`src/common/adc_result_buffer_params.svh`:
```
`ifndef ADC_RESULT_BUFFER_PARAMS_SVH
`define ADC_RESULT_BUFFER_PARAMS_SVH

// register byte offsets
`define OFF_CONTROL_TWO 8'h00
`define OFF_CHANNEL_SELECT 8'h04
`define OFF_SCAN_SELECT 8'h08
`define OFF_IRQ_STATUS 8'h0C
`define OFF_IRQ_MASK 8'h10
`define OFF_SLOT_BASE 8'h40

// control register fields
`define POS_REF_SELECT 13
`define POS_OFFSET_CAL 12
`define POS_PER_CHANNEL 11
`define POS_SCAN_ENABLE 10
`define POS_FILL_STATUS 7
`define POS_SEQ_PER_IRQ 2
`define POS_SPLIT_MODE 1
`define CONTROL_WRITE_MASK 32'h0000FC3E
`define CONTROL_RESET 32'h00000000

// interrupt status bits
`define IRQ_SEQ_DONE 0
`define IRQ_SLOT_DROP 1
`define IRQ_BITS 2

// storage layout
`define SLOT_COUNT 22
`define HALF_COUNT 11

`endif

```
`src/common/adc_result_buffer_pkg.sv`:
```
package adc_result_buffer_pkg;

  typedef logic [2:0] ref_code_type;
  typedef logic [4:0] slot_index_type;
  typedef logic [3:0] seq_count_type;

endpackage

```
`src/verilog/adc_result_buffer_control.sv`:
```
// Contract
// - Control bits 15..13 pick the positive and negative references, codes 1xx being reserved.
// - With offset calibration set both sample-and-hold inputs go to the negative reference, else they follow channel and scan selection.
// - With the per-channel bit set a result lands in the slot of its channel, otherwise storage acts as a queue.
// - In split mode the fill status reads 1 while slots 11-21 fill and 0 while slots 0-10 fill.
// - Bits 5..2 give the sequences counted before an interrupt, code 0000 meaning every sequence.
// - Split mode makes two 11-word halves, otherwise one 22-word buffer.
// - Control bits 31..16, 9..8, 6 and 0 ignore writes and read zero.
`timescale 1ns/1ps
`include "adc_result_buffer_params.svh"

module adc_result_buffer_control
  import adc_result_buffer_pkg::*;
#(
  parameter int RESULT_WIDTH = 32
)
(
  input wire logic clk,
  input wire logic rstn,
  input wire logic [7:0] reg_addr,
  input wire logic [31:0] reg_wdata,
  input wire logic reg_write,
  input wire logic reg_read,
  output logic [31:0] reg_rdata,
  input wire logic conv_done,
  input wire logic [4:0] conv_channel,
  input wire logic [RESULT_WIDTH-1:0] conv_result,
  output logic ref_pos_external,
  output logic ref_neg_external,
  output logic sample_inputs_to_neg_ref,
  output logic [4:0] primary_positive_input,
  output logic irq
);

  logic [31:0] converter_control_two;
  logic [31:0] channel_select_register;
  logic [31:0] scan_select_register;
  logic [`IRQ_BITS-1:0] irq_status;
  logic [`IRQ_BITS-1:0] irq_mask;
  logic [RESULT_WIDTH-1:0] result_slot [`SLOT_COUNT];
  logic buffer_fill_status;
  seq_count_type seq_count;
  slot_index_type fill_ptr;
  slot_index_type scan_index;

  ref_code_type reference_select;
  logic offset_calibration_enable;
  logic per_channel_buffer_enable;
  logic input_scan_enable;
  seq_count_type sequences_per_interrupt;
  logic split_buffer_mode;

  logic wr_control;
  logic seq_end;
  logic slot_write;
  logic slot_drop;
  slot_index_type wr_slot;
  slot_index_type region_last;
  slot_index_type rd_slot;
  logic [7:0] rd_offset;
  logic [31:0] control_view;

  assign reference_select = converter_control_two[`POS_REF_SELECT +: 3];
  assign offset_calibration_enable = converter_control_two[`POS_OFFSET_CAL];
  assign per_channel_buffer_enable = converter_control_two[`POS_PER_CHANNEL];
  assign input_scan_enable = converter_control_two[`POS_SCAN_ENABLE];
  assign sequences_per_interrupt =
    converter_control_two[`POS_SEQ_PER_IRQ +: 4];
  assign split_buffer_mode = converter_control_two[`POS_SPLIT_MODE];
  assign wr_control = reg_write && reg_addr == `OFF_CONTROL_TWO;

  // fill status lives outside the stored word so software cannot write it
  always_comb
  begin
    control_view = converter_control_two;
    control_view[`POS_FILL_STATUS] = buffer_fill_status;
  end

  // sequence boundary: code 0000 ends a sequence on every conversion
  assign seq_end = conv_done && seq_count == sequences_per_interrupt;

  // last queue pointer offset of the region being filled, 10 in split mode even while slots 11-21 fill
  assign region_last = split_buffer_mode ?
    5'(`HALF_COUNT - 1) : 5'(`SLOT_COUNT - 1);

  always_comb
  begin
    if (per_channel_buffer_enable)
    begin
      wr_slot = conv_channel;
    end
    else if (split_buffer_mode && buffer_fill_status)
    begin
      wr_slot = 5'(`HALF_COUNT) + fill_ptr;
    end
    else
    begin
      wr_slot = fill_ptr;
    end
  end

  // a channel past the last slot has nowhere to go and is dropped
  assign slot_drop = conv_done && wr_slot >= 5'(`SLOT_COUNT);
  assign slot_write = conv_done && !slot_drop;

  always_ff @(posedge clk or negedge rstn)
  begin
    if (!rstn)
    begin
      converter_control_two <= `CONTROL_RESET;
    end
    else if (wr_control)
    begin
      converter_control_two <= reg_wdata & `CONTROL_WRITE_MASK;
    end
  end

  always_ff @(posedge clk or negedge rstn)
  begin
    if (!rstn)
    begin
      channel_select_register <= 32'h00000000;
      scan_select_register <= 32'h00000000;
      irq_mask <= '0;
    end
    else if (reg_write)
    begin
      if (reg_addr == `OFF_CHANNEL_SELECT)
        channel_select_register <= {27'h0, reg_wdata[4:0]};
      if (reg_addr == `OFF_SCAN_SELECT)
        scan_select_register <= reg_wdata;
      if (reg_addr == `OFF_IRQ_MASK)
        irq_mask <= reg_wdata[`IRQ_BITS-1:0];
    end
  end

  // sequence counter restarts when the rate is reprogrammed
  always_ff @(posedge clk or negedge rstn)
  begin
    if (!rstn)
      seq_count <= '0;
    else if (wr_control || seq_end)
      seq_count <= '0;
    else if (conv_done)
      seq_count <= seq_count + 4'h1;
  end

  // queue pointer: rewinds at every interrupt boundary so each batch
  // starts at the head of its region
  always_ff @(posedge clk or negedge rstn)
  begin
    if (!rstn)
      fill_ptr <= '0;
    else if (wr_control || seq_end)
      fill_ptr <= '0;
    else if (conv_done && !per_channel_buffer_enable)
      fill_ptr <= (fill_ptr >= region_last) ? 5'h00 : fill_ptr + 5'h01;
  end

  always_ff @(posedge clk or negedge rstn)
  begin
    if (!rstn)
      buffer_fill_status <= 1'b0;
    else if (!split_buffer_mode)
      buffer_fill_status <= 1'b0;
    else if (seq_end)
      buffer_fill_status <= !buffer_fill_status;
  end

  always_ff @(posedge clk)
  begin
    if (slot_write)
      result_slot[wr_slot] <= conv_result;
  end

  function automatic slot_index_type next_scan(input logic [31:0] mask,
                                               input slot_index_type cur);
    slot_index_type pick;
    slot_index_type cand;
    logic found;
    pick = cur;
    found = 1'b0;
    for (int k = 1; k <= 32; k++)
    begin
      cand = cur + 5'(k);
      if (!found && mask[cand])
      begin
        pick = cand;
        found = 1'b1;
      end
    end
    return pick;
  endfunction

  // scan advances after each conversion; an empty scan set holds position
  always_ff @(posedge clk or negedge rstn)
  begin
    if (!rstn)
      scan_index <= '0;
    else if (input_scan_enable && conv_done)
      scan_index <= next_scan(scan_select_register, scan_index);
  end

  always_ff @(posedge clk or negedge rstn)
  begin
    if (!rstn)
    begin
      ref_pos_external <= 1'b0;
      ref_neg_external <= 1'b0;
    end
    else if (reference_select[2])
    begin
      // reserved codes fall back to the supply rails
      ref_pos_external <= 1'b0;
      ref_neg_external <= 1'b0;
    end
    else
    begin
      ref_pos_external <= reference_select[1];
      ref_neg_external <= reference_select[0];
    end
  end

  always_ff @(posedge clk or negedge rstn)
  begin
    if (!rstn)
    begin
      sample_inputs_to_neg_ref <= 1'b0;
      primary_positive_input <= '0;
    end
    else
    begin
      sample_inputs_to_neg_ref <= offset_calibration_enable;
      primary_positive_input <= input_scan_enable ?
        scan_index : channel_select_register[4:0];
    end
  end

  // a new event beats a write-one-to-clear in the same cycle
  always_ff @(posedge clk or negedge rstn)
  begin
    if (!rstn)
      irq_status <= '0;
    else
    begin
      for (int b = 0; b < `IRQ_BITS; b++)
      begin
        if ((b == `IRQ_SEQ_DONE && seq_end) ||
            (b == `IRQ_SLOT_DROP && slot_drop))
          irq_status[b] <= 1'b1;
        else if (reg_write && reg_addr == `OFF_IRQ_STATUS && reg_wdata[b])
          irq_status[b] <= 1'b0;
      end
    end
  end

  always_ff @(posedge clk or negedge rstn)
  begin
    if (!rstn)
      irq <= 1'b0;
    else
      irq <= |(irq_status & irq_mask);
  end

  assign rd_offset = reg_addr - `OFF_SLOT_BASE;
  assign rd_slot = rd_offset[6:2];

  always_ff @(posedge clk or negedge rstn)
  begin
    if (!rstn)
      reg_rdata <= 32'h00000000;
    else if (!reg_read)
      reg_rdata <= 32'h00000000;
    else if (reg_addr == `OFF_CONTROL_TWO)
      reg_rdata <= control_view;
    else if (reg_addr == `OFF_CHANNEL_SELECT)
      reg_rdata <= channel_select_register;
    else if (reg_addr == `OFF_SCAN_SELECT)
      reg_rdata <= scan_select_register;
    else if (reg_addr == `OFF_IRQ_STATUS)
      reg_rdata <= {30'h0, irq_status};
    else if (reg_addr == `OFF_IRQ_MASK)
      reg_rdata <= {30'h0, irq_mask};
    else if (reg_addr >= `OFF_SLOT_BASE && rd_offset[1:0] == 2'h0 &&
             rd_slot < 5'(`SLOT_COUNT))
      reg_rdata <= 32'(result_slot[rd_slot]);
    else
      reg_rdata <= 32'h00000000;
  end
endmodule

```
`config.mk`:
```
export PLATFORM = sky130hd
export DESIGN_NAME = adc_result_buffer_control
export DESIGN_NICKNAME = d
export VERILOG_FILES = /design/src/common/adc_result_buffer_pkg.sv /design/src/verilog/adc_result_buffer_control.sv
export VERILOG_INCLUDE_DIRS = /design/src /design/src/common
export SDC_FILE = /design/constraint.sdc
export NUM_CORES = 1
export LEC_CHECK = 0
export BUFFER_PORTS_ARGS = -buffer_cell sky130_fd_sc_hd__buf_2
export CAP_MARGIN = 20
export CELL_PAD_IN_SITES_DETAIL_PLACEMENT = 0
export CELL_PAD_IN_SITES_GLOBAL_PLACEMENT = 2
export CORE_MARGIN = 4
export CORE_UTILIZATION = 40
export DETAILED_ROUTE_END_ITERATION = 6
export GPL_ROUTABILITY_DRIVEN = 0
export PLACE_DENSITY = 0.76
export SYNTH_ARGS = -nofsm -noshare
export SYNTH_HDL_FRONTEND = slang
export SYNTH_SLANG_ARGS = --single-unit
```
`constraint.sdc`:
```
create_clock -name clk -period 12.8 [get_ports clk]
set_input_delay 1.28 -clock clk [delete_from_list [all_inputs] [get_ports clk]]
set_output_delay 1.28 -clock clk [all_outputs]
set_load 0.03 [all_outputs]
```
==> metrics.cfg <==
[outcome]
status=complete, no violations

[route]
drt_pre_antenna_iters=5
drt_wl_total_um=108000
vias_per_cell=5.99
drt_iter0_markers=2717
post-route-drc-count=0
num_vias=22300
wl_per_cell_um=29.1
ant_nets=0

[critical_path]
timing.rr.end=scan_index[2]
crit_fanout=37
r2r_slack_ns=6.40
end_kind=register
rr_startpoint=scan_index[1]
cp-start-kind=register
reg2reg_depth=15
worstSetupPathType=reg2reg
crit_required_ns=13.36
cp.arrival_ns=6.97

[power_and_ir_drop]
p_per_area_mw_per_mm2=203
swShare=0.357
p_clk_frac=0.281
p_sw_uw=3060
p_int_uw=5510
power_leakage_uw=0.0145
p_comb_frac=0.353
peakVddDrop_uv=113
sequentialPowerShare=0.366

[global_routing]
grt_max_degree=68
grt_antenna_before_repair=11
grt_pass1_vias=22400
grt_pass1_wl_um=157000
grt.total_usage=0.218
grt-ovfl-total=0

[run]
cap_violations=0

[sta]
final.setup.worst_slack_ns=6.40
fin_skew_ns=0.0143
relSlewSlack=0.329
finalSetupViolCount=0
fmax_mhz=156
slew_violations=0
rsz0062_at_grt=no
hold_violations=0
min_period_ns=6.40
worstMarginPinSlew_ns=0.999
tns_ns=0
fin_crit_sh=0.500

[cells_and_area]
synthToLayoutAreaGrowth_pct=13.5
regArea_mm2=0.0238
layout-drive-gt1-share=0.279
nFillCells=7967
nets=2502
layout_commonest_cell=edfxtp_1
multi_input_area_mm2=0.0129
layout_common_cells=edfxtp_1, mux4_2, nand2_1
fin_util=0.460

[floorplan]
initial_core_util=0.405
num_rows=111
placeableCoreArea_mm2=0.0919
io_pins=123
die_area_mm2=0.0980
fp.dieW_um=313
die_h_um=313

[cts]
cts_sinks=812
cts_tree=done
path_clk_slew_ns=0.06
cts_buffer_depth=3
cts_root_buf=clkbuf_16
cts_setup_buffers=0
clkLatencyLatePin_ns=0.65
cts_buffers=85
cts_hold_buf=0
ctsResizeCount=0
htreeDepth=3

[worst_hold_path]
hold_depth=0
hold_start=converter_control_two[12]
whs_endpoint=sample_inputs_to_neg_ref
hold_path.class=reg2reg

[yosys]
syn_area_mm2=0.0372
synth_edf_count=704
yosys_warnings=0
syn_inst=2258
synth_seq_cells=812
seq_area_frac_synth=0.640
synth.distinct_cells=86
synth_ff_type=edfxtp_1
synth_nets=2361
synth.avg_cell_area_um2=16.5
synthArstFlopShare=0.133

[placement]
place_ws_ns=6.51
dp_hpwl_um=66800
io_buffers=122

registers in the layout (all words and copies together) (netlist names), 2 cells and up:
signal                   cells
channel_select_register      5
converter_control_two       11
fill_ptr                     5
irq_mask                     2
irq_status                   2
primary_positive_input       5
reg_rdata                   32
result_slot                704
scan_index                   5
scan_select_register        32
seq_count                    4
metal layers:
layer	routed length, µm	part of all wire	up-vias	track usage
met5	27	0.00025	-	0
met4	4130	0.038	4	0.0840
met3	7470	0.069	218	0.0329
met2	53100	0.49	955	0.363
met1	43300	0.40	11700	0.291
li1	-	-	9414	-
metrics by stage:
step | instance area (µm²) | power, µW | hold WS [ns] | cells
floorplan | 37200 | 5180 | 0.370 | 2258
global placement | 39500 | 6130 | 0.419 | 3555
CTS | 42200 | 8560 | 0.439 | 3713
detailed placement | 39500 | 6140 | 0.424 | 3555
finish | 42300 | 8570 | 0.432 | 3717
global route | 42200 | 8910 | 0.436 | 3713
worst max path at each step:
stage / startpoint / endpoint / slack, ns / cells past startpoint
3_5_place_dp: scan_index[1] / scan_index[2] / 6.51 / 15
5_1_grt: scan_index[1] / scan_index[2] / 6.05 / 15
6_report: scan_index[1] / scan_index[2] / 6.40 / 15
2_1_floorplan: scan_index[1] / scan_index[2] / 7.64 / 18
4_1_cts: scan_index[1] / scan_index[2] / 6.51 / 15
3_3_place_gp: scan_index[1] / scan_index[2] / 6.58 / 15
cell usage after synthesis, types with 5 or more instances:
cell,n,area share
a211oi_1,10,0.0020
a21boi_0,5,0.0010
a21o_1,6,0.0012
a21oi_1,56,0.0075
a222oi_1,9,0.0024
a22oi_1,35,0.0071
a31oi_1,10,0.0017
a32oi_1,5,0.0012
and2_1,8,0.0013
buf_1,35,0.0035
buf_6,5,0.0015
clkbuf_1,76,0.0077
dfrtp_1,108,0.073
edfxtp_1,704,0.57
ha_1,21,0.0071
inv_1,31,0.0031
mux2_2,88,0.027
mux2i_1,93,0.025
mux4_1,14,0.0099
mux4_2,239,0.14
nand2_1,167,0.017
nand2b_1,20,0.0034
nand3_1,28,0.0038
nor2_1,120,0.012
nor2b_1,23,0.0039
nor3_1,27,0.0036
o211ai_1,7,0.0014
o21ai_0,118,0.016
o221ai_1,7,0.0016
o22ai_1,14,0.0024
o31a_1,5,0.0012
or2_2,8,0.0013
or4_1,6,0.0012
xnor2_1,31,0.0073
xor2_1,8,0.0019
power by group through the flow:
stage | clock network, µW | logic, µW | registers [µW]
detailed placement | 0 | 2960 | 3180
CTS | 2460 | 2970 | 3130
finish | 2410 | 3030 | 3130
floorplan | 0 | 2000 | 3170
global placement | 0 | 2950 | 3170
global route | 2580 | 3190 | 3140
critical path, cell delays in order, from the launching register on:
cell	delay (ns)
dfrtp_1	0.32
buf_4	0.47
inv_2	0.41
ha_1	0.39
buf_4	0.38
mux4_1	0.50
mux4_2	0.57
mux2i_2	0.48
nand3_1	0.28
or3_1	0.61
nor4_4	0.68
nand2_1	0.24
o31ai_1	0.35
nor4_1	0.10
a221o_1	0.36
o211ai_2	0.13
cell type report:
cell class,instances,share of cell area
Clock buffer,112,0.0549
Timing Repair Buffer,177,0.0247
Antenna cell,4,0.000237
Inverter,33,0.00293
Sequential cell,812,0.564
Clock inverter,46,0.0102
Multi-Input combinational cell,1290,0.306
Tap cell,1243,0.0368
logic make-up (layout without fill, tap and decap cells):
family / Yosys count / count (layout) / synth area share
AOI/OAI and AO/OA: 346 / 346 / 0.0612
xor gates and xnor gates: 39 / 39 / 0.00918
DFF: 812 / 812 / 0.640
and+or+nand+nor: 446 / 446 / 0.0569
adders and majority gates: 21 / 21 / 0.00706
buffers and inverters: 156 / 368 / 0.0176
other: 0 / 4 / 0
muxes: 438 / 438 / 0.208
(Power assumes the default switching activity.)
